<file path="src/design/sysctl_pkg.sv">
// Shared constants and carriers for the system control coprocessor register map
package sysctl_pkg;

    localparam int LOC_COUNT = 16;
    localparam logic [3:0] LOC_IDENT = 4'h0;
    localparam logic [3:0] LOC_CONTROL = 4'h1;
    localparam logic [3:0] LOC_CACHABLE = 4'h2;
    localparam logic [3:0] LOC_BUFFERABLE = 4'h3;
    localparam logic [3:0] LOC_PERMISSIONS = 4'h5;
    localparam logic [3:0] LOC_BASE_SIZE = 4'h6;
    localparam logic [3:0] LOC_MAINTENANCE = 4'h7;
    localparam logic [3:0] LOC_LOCKDOWN = 4'h9;
    localparam logic [3:0] LOC_TEST = 4'hf;

    localparam logic [2:0] OP2_CACHE_TYPE = 3'h1;
    localparam logic [31:0] REG_RESET = 32'h0000_0000;
    localparam int VECTOR_HIGH_BIT = 13;

    // Identification word fields
    localparam logic [7:0] IDENT_ARCH = 8'h06; // Arbitrary value
    localparam logic [7:0] IDENT_IMPL_DEFAULT = 8'h5a;
    localparam logic [11:0] IDENT_PART_DEFAULT = 12'h123;
    localparam logic [3:0] IDENT_REV_DEFAULT = 4'h0;

    // Cache geometry fields
    localparam logic [2:0] CTYPE_ZERO = 3'h0;
    localparam logic [3:0] CTYPE_KIND = 4'h7;
    localparam logic CTYPE_SPLIT = 1'b1;
    localparam logic [2:0] GEOM_SIZE_4K = 3'h3;
    localparam logic [2:0] GEOM_WAYS_64 = 3'h6;
    localparam logic GEOM_MULT = 1'b0;
    localparam logic [1:0] GEOM_LEN_4W = 2'h1;

    typedef struct packed {
        logic [2:0] zero;
        logic [2:0] size;
        logic [2:0] ways;
        logic mult;
        logic [1:0] len;
    } geometry_s;

    typedef enum logic [2:0] {
        INSTR_TRANSFER = 3'b001,
        INSTR_DATA_OP = 3'b010,
        INSTR_LOAD_STORE = 3'b100
    } instr_kind_e;

    typedef struct packed {
        logic valid;
        instr_kind_e kind;
        logic read;
        logic [2:0] primary_opcode;
        logic [3:0] target;
        logic [3:0] auxiliary;
        logic [2:0] secondary_opcode;
        logic [31:0] wdata;
    } request_s;

    typedef struct packed {
        logic done;
        logic undefined_trap;
        logic [31:0] rdata;
    } response_s;

endpackage : sysctl_pkg

</file>
<file path="src/design/sysctl_decode.sv">
// Instruction field decode for the system control coprocessor
`timescale 1ns/10ps
module sysctl_decode
    import sysctl_pkg::*;
(
    input wire request_s req,
    input wire logic privileged,
    output logic accept,
    output logic trap,
    output logic write_en,
    output logic read_en
);

    always_comb
    begin
        accept = 1'b0;
        trap = 1'b0;
        if (req.valid)
        begin
            case (req.kind)
                INSTR_TRANSFER:
                begin
                    accept = privileged;
                    trap = !privileged;
                end
                INSTR_DATA_OP: trap = 1'b1;
                INSTR_LOAD_STORE: trap = 1'b1;
                default: trap = 1'b1;
            endcase
        end
        read_en = accept && req.read;
        write_en = accept && !req.read;
    end

endmodule : sysctl_decode

</file>
<file path="src/design/sysctl_bank.sv">
// Small register bank for multiplexed coprocessor locations
`timescale 1ns/10ps
module sysctl_bank
    import sysctl_pkg::*;
#(
    parameter int DEPTH = 8,
    parameter int WIDTH = 32
)
(
    input wire logic clk_sys,
    input wire logic reset_n,
    input wire logic wr,
    input wire logic [$clog2(DEPTH)-1:0] waddr,
    input wire logic [WIDTH-1:0] wdata,
    input wire logic [$clog2(DEPTH)-1:0] raddr,
    output logic [WIDTH-1:0] rdata
);

    logic [WIDTH-1:0] mem [DEPTH];

    // Storage cleared at reset so every state bit starts at zero
    genvar g;
    generate
        for (g = 0; g < DEPTH; g++)
        begin : g_word
            always_ff @(posedge clk_sys or negedge reset_n)
            begin
                if (!reset_n)
                    mem[g] <= WIDTH'(REG_RESET);
                else if (wr && waddr == g)
                    mem[g] <= wdata;
            end
        end
    endgenerate

    always_ff @(posedge clk_sys or negedge reset_n)
    begin
        if (!reset_n)
            rdata <= '0;
        else
            rdata <= mem[raddr];
    end

endmodule : sysctl_bank

</file>
<file path="src/design/system_control_register_map.sv">
// System control coprocessor register map: decode, storage and read-back
// How it works
// - Sixteen locations; target register field picks the location.
// - Locations 0, 2 hold several registers chosen by secondary opcode; 5, 6 by auxiliary field.
// - Location 0 read with secondary opcode not 1 returns identification word.
// - Location 0 read with secondary opcode 1 returns cache type word.
// - Reset zeroes all state; vector-high bit then loaded from its synchronised init input after release.
// - Register transfers accepted only in privileged mode.
// - Data ops, loads, stores and unprivileged transfers raise undefined trap.
// - Direction bit 1 means read, 0 means write.
// - Auxiliary field bits 2:0 pick sub-register inside locations 5 and 6.
// - Any access leaves no lasting harm; a later write or reset recovers.
// - Identification word: implementer, architecture 23:16, part 15:4, revision 3:0.
// - Cache type: zeros 31:29, kind 0111, split bit, data then instruction geometry.
// - Geometry: three zeros, size, ways, multiplier, line length.
// - Both geometries: size 011, ways 110, multiplier 0, length 01.
// - Size codes 512B doubling up to 64KB.
// - Ways codes direct mapped doubling up to 128-way.
// - Length codes 2 words doubling up to 16 words.
`timescale 1ns/10ps
module system_control_register_map
    import sysctl_pkg::*;
#(
    parameter logic [7:0] IDENT_IMPL = IDENT_IMPL_DEFAULT, // Arbitrary value
    parameter logic [11:0] IDENT_PART = IDENT_PART_DEFAULT, // Arbitrary value
    parameter logic [3:0] IDENT_REV = IDENT_REV_DEFAULT
)
(
    input wire logic clk_sys,
    input wire logic reset_n,
    input wire logic vector_high_init,
    input wire logic privileged,
    input wire request_s req,
    output response_s resp,
    output logic [31:0] control_out,
    output logic [7:0] cachable_data_out,
    output logic [7:0] cachable_instr_out,
    output logic [7:0] bufferable_out,
    output logic maintenance_strobe,
    output logic [31:0] maintenance_data
);

    logic accept;
    logic trap;
    logic write_en;
    logic read_en;
    logic [31:0] global_control;
    logic [31:0] region_cachable [2];
    logic [31:0] region_bufferable;
    logic [31:0] cache_lockdown;
    logic [31:0] test_access;
    logic bank_wr;
    logic [3:0] bank_addr;
    logic [31:0] bank_rdata;
    logic read_pending;
    logic read_from_bank;
    logic [31:0] held_rdata;
    logic vector_init_seen;
    logic [2:0] vinit_sync;
    logic [2:0] settle;
    logic next_ready;
    geometry_s cache_geom;
    logic [31:0] ident_word;
    logic [31:0] cache_type_word;

    sysctl_decode u_decode
    (
        .req(req),
        .privileged(privileged),
        .accept(accept),
        .trap(trap),
        .write_en(write_en),
        .read_en(read_en)
    );

    // Fixed words
    assign cache_geom = '{zero: 3'h0, size: GEOM_SIZE_4K, ways: GEOM_WAYS_64,
        mult: GEOM_MULT, len: GEOM_LEN_4W};
    assign ident_word = {IDENT_IMPL, IDENT_ARCH, IDENT_PART, IDENT_REV};
    assign cache_type_word = {CTYPE_ZERO, CTYPE_KIND, CTYPE_SPLIT, cache_geom, cache_geom};

    // Locations 5 and 6 each carry eight registers selected by auxiliary field bits 2:0
    // alone; the bank keeps that storage out of the flop pile
    function automatic logic is_banked(input logic [3:0] loc);
        is_banked = (loc == LOC_PERMISSIONS) || (loc == LOC_BASE_SIZE);
    endfunction : is_banked

    assign bank_wr = write_en && is_banked(req.target);
    assign bank_addr = {req.target == LOC_BASE_SIZE, req.auxiliary[2:0]} ^ 4'h0;

    sysctl_bank #(.DEPTH(16), .WIDTH(32)) u_bank
    (
        .clk_sys(clk_sys),
        .reset_n(reset_n),
        .wr(bank_wr),
        .waddr(bank_addr),
        .wdata(req.wdata),
        .raddr(bank_addr),
        .rdata(bank_rdata)
    );

    // Vector-high init passes a three-stage synchroniser; settle fills with ones after
    // release so the strap is never judged on the cleared stages
    always_ff @(posedge clk_sys or negedge reset_n)
    begin
        if (!reset_n)
        begin
            vinit_sync <= 3'h0;
            settle <= 3'h0;
        end
        else
        begin
            vinit_sync <= {vinit_sync[1:0], vector_high_init};
            settle <= {settle[1:0], 1'b1};
        end
    end

    // Register writes; location 0 ignores writes
    always_ff @(posedge clk_sys or negedge reset_n)
    begin
        if (!reset_n)
        begin
            global_control <= REG_RESET;
            region_cachable[0] <= REG_RESET;
            region_cachable[1] <= REG_RESET;
            region_bufferable <= REG_RESET;
            cache_lockdown <= REG_RESET;
            test_access <= REG_RESET;
            vector_init_seen <= 1'b0;
        end
        else
        begin
            // Strap caught once the synchroniser has settled after release
            if (!vector_init_seen && settle[2] && vinit_sync[2] == vinit_sync[1])
            begin
                vector_init_seen <= 1'b1;
                global_control[VECTOR_HIGH_BIT] <= vinit_sync[2];
            end
            if (write_en)
            begin
                case (req.target)
                    LOC_CONTROL: global_control <= req.wdata;
                    LOC_CACHABLE: region_cachable[req.secondary_opcode[0]] <= req.wdata;
                    LOC_BUFFERABLE: region_bufferable <= req.wdata;
                    LOC_LOCKDOWN: cache_lockdown <= req.wdata;
                    LOC_TEST: test_access <= req.wdata;
                    default: ;
                endcase
            end
        end
    end

    // Read data capture
    always_ff @(posedge clk_sys or negedge reset_n)
    begin
        if (!reset_n)
        begin
            held_rdata <= 32'h0;
            read_from_bank <= 1'b0;
        end
        else if (read_en)
        begin
            read_from_bank <= is_banked(req.target);
            case (req.target)
                LOC_IDENT:
                    held_rdata <= (req.secondary_opcode == OP2_CACHE_TYPE) ?
                        cache_type_word : ident_word;
                LOC_CONTROL: held_rdata <= global_control;
                LOC_CACHABLE: held_rdata <= region_cachable[req.secondary_opcode[0]];
                LOC_BUFFERABLE: held_rdata <= region_bufferable;
                LOC_LOCKDOWN: held_rdata <= cache_lockdown;
                LOC_TEST: held_rdata <= test_access;
                default: held_rdata <= 32'h0;
            endcase
        end
    end

    // Response pulses one cycle after the request
    assign next_ready = read_en || write_en || trap;

    always_ff @(posedge clk_sys or negedge reset_n)
    begin
        if (!reset_n)
        begin
            read_pending <= 1'b0;
            resp <= '0;
        end
        else
        begin
            read_pending <= read_en;
            resp.done <= next_ready;
            resp.undefined_trap <= trap;
            if (read_pending)
                resp.rdata <= read_from_bank ? bank_rdata : held_rdata;
        end
    end

    // Maintenance location is write-only and only pulses a command out
    always_ff @(posedge clk_sys or negedge reset_n)
    begin
        if (!reset_n)
        begin
            maintenance_strobe <= 1'b0;
            maintenance_data <= 32'h0;
        end
        else
        begin
            maintenance_strobe <= write_en && req.target == LOC_MAINTENANCE;
            if (write_en && req.target == LOC_MAINTENANCE)
                maintenance_data <= req.wdata;
        end
    end

    // Configuration views, registered
    always_ff @(posedge clk_sys or negedge reset_n)
    begin
        if (!reset_n)
        begin
            control_out <= 32'h0;
            cachable_data_out <= 8'h0;
            cachable_instr_out <= 8'h0;
            bufferable_out <= 8'h0;
        end
        else
        begin
            control_out <= global_control;
            cachable_data_out <= region_cachable[0][7:0];
            cachable_instr_out <= region_cachable[1][7:0];
            bufferable_out <= region_bufferable[7:0];
        end
    end

endmodule : system_control_register_map

</file>
<file path="config.mk">
export PLATFORM = sky130hd
export DESIGN_NAME = system_control_register_map
export DESIGN_NICKNAME = d
export VERILOG_FILES = /design/src/design/sysctl_pkg.sv /design/src/design/sysctl_decode.sv /design/src/design/sysctl_bank.sv /design/src/design/system_control_register_map.sv
export SDC_FILE = /design/constraint.sdc
export NUM_CORES = 1
export LEC_CHECK = 0
export BUFFER_PORTS_ARGS = -buffer_cell sky130_fd_sc_hd__buf_2
export CAP_MARGIN = 20
export CORE_ASPECT_RATIO = 1.4
export CORE_UTILIZATION = 46
export DETAILED_ROUTE_END_ITERATION = 10
export PLACE_DENSITY = 0.73
export SYNTH_ARGS = -nofsm -noshare
export SYNTH_HDL_FRONTEND = slang
export SYNTH_SLANG_ARGS = --single-unit
</file>
<file path="constraint.sdc">
create_clock -name clk_sys -period 1.8 [get_ports clk_sys]
set_clock_uncertainty 0.2 [all_clocks]
set_input_delay 0.36 -clock clk_sys [delete_from_list [all_inputs] [get_ports clk_sys]]
set_output_delay 0.36 -clock clk_sys [all_outputs]
set_load 0.01 [all_outputs]
</file>
After elaboration in Yosys (flattened, before gate mapping) --
Index checks and enable logic that the tools add are counted. Widths: inputs -> output; s select.
Storage, ports and cells: logic and storage cells 125, bits of input ports 55, output and inout bits 123, register bits 900
Operators by class: eq/ne operators 26, reductions and logical operators 36, bitwise logic cells 2, mux-type cells 19, $lt $le $gt $ge 3
Operator list (count):
- $mux 32 | 7
- $pmux 32 s6 | 1
- $bmux 32 s4 | 1
- $bwmux 64 | 1
- $eq 4x4->1 const B | 10
- $demux 32 s1 | 1
- $mux 31 | 1
- $eq 4x3->1 const B | 7
- $mux 14 | 2
- $logic_and 1x1->1 | 23
- $eq 4x2->1 const B | 4
- $reduce_and 2->1 | 5
- $eq 4x1->1 const B | 2
- $logic_not 4->1 | 2
- $eq 3x1->1 const B | 2
- $ge 5x5->1 const B | 1
- $mux 1 | 5
- $not 4->5 | 1
- $logic_not 1->1 | 3
- $logic_or 1x1->1 | 3
- $ge 2x2->1 const B | 1
- $lt 2x1->1 const B | 1
- $not 1->2 | 1
- $eq 1x1->1 | 1

Longest topological paths before layout --
word-level depth 6, gate-level depth with buffers 8, gate-level depth less buffers 5

By module --
From an unflattened synthesis, not the netlist that was laid out.
Second synthesis, totals: cell total of the unflattened synthesis 2405, area total of the unflattened synthesis 37736.2 µm²
Modules (own cells, without submodules):
- sysctl_bank | area each 23573.9 µm², cells each 1437, seq. area each 13613.1 µm², instances 1
- system_control_register_map | area each 14113.5 µm², cells each 960, seq. area each 8908.5 µm², instances 1
- sysctl_decode | area each 48.8 µm², cells each 8, seq. area each 0.0 µm², instances 1

Worst setup path before layout --
OpenSTA, ideal clock, no wires.
path type input to register, from in req[41] (netlist name), to reg region_cachable[33] (netlist name), buffers on the path 3, stages on the path 6, setup slack -0.497 ns, setup time 0.125 ns, required time 1.475 ns, arrival time 1.972 ns, path through buf_2 -> or4b_1 -> buf_4 -> nor4_4 -> buf_6 -> mux2_2
Between the ends: longest elaborated chain between the ends 2
Ends and longest elaborated chain:
- start: declaration | RTL line system_control_register_map.sv:33 | input wire request_s req,
- $eq 4x2->1 | RTL line system_control_register_map.sv:141 | case (req.target)
- $reduce_and 2->1 (no source line)
- end signal: indexed assignment | RTL line system_control_register_map.sv:143 | LOC_CACHABLE: region_cachable[req.secondary_opcode[0]] <= req.wdata;
- end: declaration | RTL line system_control_register_map.sv:48 | logic [31:0] region_cachable [2];
No other way between the ends. A chain may end at the register's enable or synchronous reset.

Worst setup path in the final report --
from reg u_bank.mem[446] (netlist name), to reg u_bank.rdata[30]
Between the ends: longest elaborated chain between the ends 3
Ends and longest elaborated chain:
- start: declaration | RTL line sysctl_bank.sv:19 | logic [WIDTH-1:0] mem [DEPTH];
- start signal: indexed assignment | RTL line sysctl_bank.sv:29 | mem[g] <= WIDTH'(REG_RESET);
- start signal: indexed assignment | RTL line sysctl_bank.sv:31 | mem[g] <= wdata;
- $bmux 32 s4 | RTL line sysctl_bank.sv:41 | rdata <= mem[raddr];
- $mux 32 (implied by the code) (2 in a row) | RTL line sysctl_bank.sv:41
- end signal: assignment | RTL line sysctl_bank.sv:41
- end: declaration | RTL line sysctl_bank.sv:16 | output logic [WIDTH-1:0] rdata
No other way between the ends. The select of a mux whose other input is x is not followed.

==> metrics <==
outcome=complete, but fails checks; failing checks=setup timing; sequential cell area fraction in the yosys report=0.590; DRC Markers=0; clk root buf=clkbuf_16; multiplexer share of the synthesized area=0.313; placed cell area=42,300 sq um; # clock sinks=900; # Post-CTS Setup Buffers=0; Avg Cell Area, Syn=15.3 sq um; Yosys reg bits=900; Async SR Flop Fraction=1.00; worst-margin pin slew=686 ps; CTS Buffer Depth=3; Vias per Instance=5.92; worst path arrival time=2080 ps; final worst path period need=1820 ps; Required @ worst endpoint=2070 ps; clk slew on worst S/H paths=60 ps; row cnt=124; DR iter-0 viols=1,445; maximum VDD drop=0.768 mV; power density over the cells=925 nW/um^2; M1 GR Usage=0.310; GRT Overall Usage=0.255; htree depth=3; Final WS setup=-15.9 ps; fraction of layout instances using a drive strength above 1=0.503; final WL=105,000 um; dpl cells=3,755; met3 GRT Util=0.0379; Syn Nets=2,552; critical path launch point=u_bank.mem[446]; CTS tree=done; fin cells=3,917; I/O Buffers=173; die extent in y=343 um; worst flop-to-flop path endpoint=u_bank.rdata[30]; commonest cells in the synthesized netlist=900 x dfrtp_1, 699 x mux2_2, 132 x clkbuf_1, 128 x mux4_2, 95 x a22oi_1; # fillers=6,368; count leader, synth=dfrtp_1; crit path max fanout=2; register-to-register setup slack=-20 ps; xor and xnor area share after synthesis=0.000459; GR peak layer=met2; largest net degree at the start of global routing=82; post-route ant nets=0; Register-to-Register Path Depth=3; crit path to=u_bank.rdata[30]; die area=84,100 sq um; vias in the first global route=25,749; top cells by area, synth=dfrtp_1 59%, mux2_2 21%, mux4_2 7.6%, a22oi_1 1.9%, mux2i_1 1.8%; simple-gate share of the synthesized area=0.0261; num ports=178; largest family of logic cells by synthesized area=multiplexers; worst reg2reg path startpoint=u_bank.mem[446]; type of the worst setup path=reg -> reg; Critical Path Sink Type=register; RSZ-0062 raised after global routing=true; Finish-stage setup viols=1; P_leak=22.5 nW; GP Congestion=0.881; Max Clk Rate=551 MHz; Tcrit/Tclk final=1.01; cts bufs inserted=84; first drt pass iteration count=5; Worst Setup Start Kind=register; Synth cell types=61; final design area excluding fillers=45,200 sq um; synthesized area=38,200 sq um; routed vias=23,176; starting density of the core=0.466; top cell type's share of synthesized area=0.590; die width=245 um; CORE AREA=81,900 sq um; post-synthesis adder-cell area fraction=0; Area Growth Syn to Fin=18.4%; Synth Area in Compound Gates=0.0436; worst min-delay path class=in -> reg; Max Slew Vio Count=0; cell count after synthesis=2,497; later-pin clock latency in the skew report=640 ps; global-route wire length before repair=160,000 um; initial antenna violation count=12; # nets final=2,829; GR Util met2=0.435; Max-Cap Viols=0; largest area contributor in the netlist=dfrtp_1; Rel. slew slack=0.543; Post-synth top flop=dfrtp_1; Hold Fails Final Rpt=0; Ys Warns=0; number of synthesized flops with an enable pin=0; global route total overflow=0; routed len/inst=26.8 um; Final HPWL DP=72,000 um
## layer usage
metal | share of wire | vias up
met4 | 0.053 | 4
met1 | 0.39 | 12388
li1 | - | 9717
met5 | 0.00026 | -
met2 | 0.51 | 816
met3 | 0.052 | 251
## sequential cells by signal (all words and copies together) (netlist names), 3 cells and up
signal,count
bufferable_out,8
maintenance_data,32
cachable_data_out,8
held_rdata,32
cache_lockdown,32
u_bank.mem,512
resp,34
region_bufferable,32
test_access,32
global_control,32
cachable_instr_out,8
region_cachable,64
vinit_sync,3
u_bank.rdata,32
settle,3
control_out,32
## cells by family (layout without fill, tap and decap cells)
group                     Yosys count  in the layout
muxes                             939            939
other                               1              7
AOI/OAI and AO/OA                 236            236
and+or+nand+nor                   179            179
buffers and inverters             240            583
xor gates and xnor gates            2              2
DFF                               900            900
## area by class of cell
| class | count | area (sq um) | area share |
|---|---|---|---|
| Antenna cell | 6 | 15.0 | 0.000332 |
| Clock buffer | 113 | 2390 | 0.0530 |
| Clock inverter | 39 | 452 | 0.0100 |
| Inverter | 10 | 38.8 | 0.000859 |
| Multi-Input combinational cell | 1357 | 14800 | 0.327 |
| Sequential cell | 900 | 22500 | 0.499 |
| Tap cell | 1071 | 1340 | 0.0297 |
| Timing Repair Buffer | 421 | 3660 | 0.0810 |
## per-stage QoR
step,TNS (ps),hold WS (ps),setup slack [ps],utilization,power (mW)
4_1_cts,-49.4,14.1,-49.4,0.551,42.1
3_5_place_dp,-390280,61.0,-622,0.516,23.8
5_1_grt,-104,43.6,-18.9,0.551,43.1
3_3_place_gp,-365260,58.5,-573,0.516,23.7
2_1_floorplan,-221690,-136,-475,-,22.3
6_report,-15.9,47.7,-15.9,0.551,41.8
## timing repair
action                     CTS  global route
resized for setup            0             5
hold endpoints to repair   658             0
hold buffers                 4             0
gates cloned                 0             0
setup endpoints to repair    1            20
## cell usage in the layout (no fill, tap or decap), drive strengths merged, types with 14 or more instances in the layout
| master | n |
|---|---|
| a22o | 19 |
| a21oi | 50 |
| nor2 | 37 |
| nand3 | 14 |
| clkbuf | 114 |
| o21ai | 28 |
| mux2i | 69 |
| mux4 | 128 |
| buf | 416 |
| a22oi | 95 |
| clkinv | 26 |
| nand2 | 79 |
| dfrtp | 900 |
| mux2 | 742 |
## report_power, final
part	internal [mW]	switching (mW)	total, mW
Clock	10.5	7.80	18.3
Combinational	0.954	1.67	2.62
Sequential	20.6	0.227	20.8
Total	32.1	9.70	41.8
## worst min path at each step
stage	endpoint	slack, ps	from	cells past startpoint
2_1_floorplan	bufferable_out[0]	-140	reset_n	0
3_3_place_gp	u_bank.mem[181]	60	reset_n	1
3_5_place_dp	u_bank.mem[181]	60	reset_n	1
4_1_cts	read_pending	10	req[48]	5
5_1_grt	read_pending	40	req[48]	5
6_report	read_pending	50	req[48]	5
## worst max-delay path, cell delays in order (launching register included)
cell	delay, ps
dfrtp_1	390
mux4_2	450
a22oi_1	360
nand2_1	260
No activity file was read; power rests on OpenSTA's default activity.
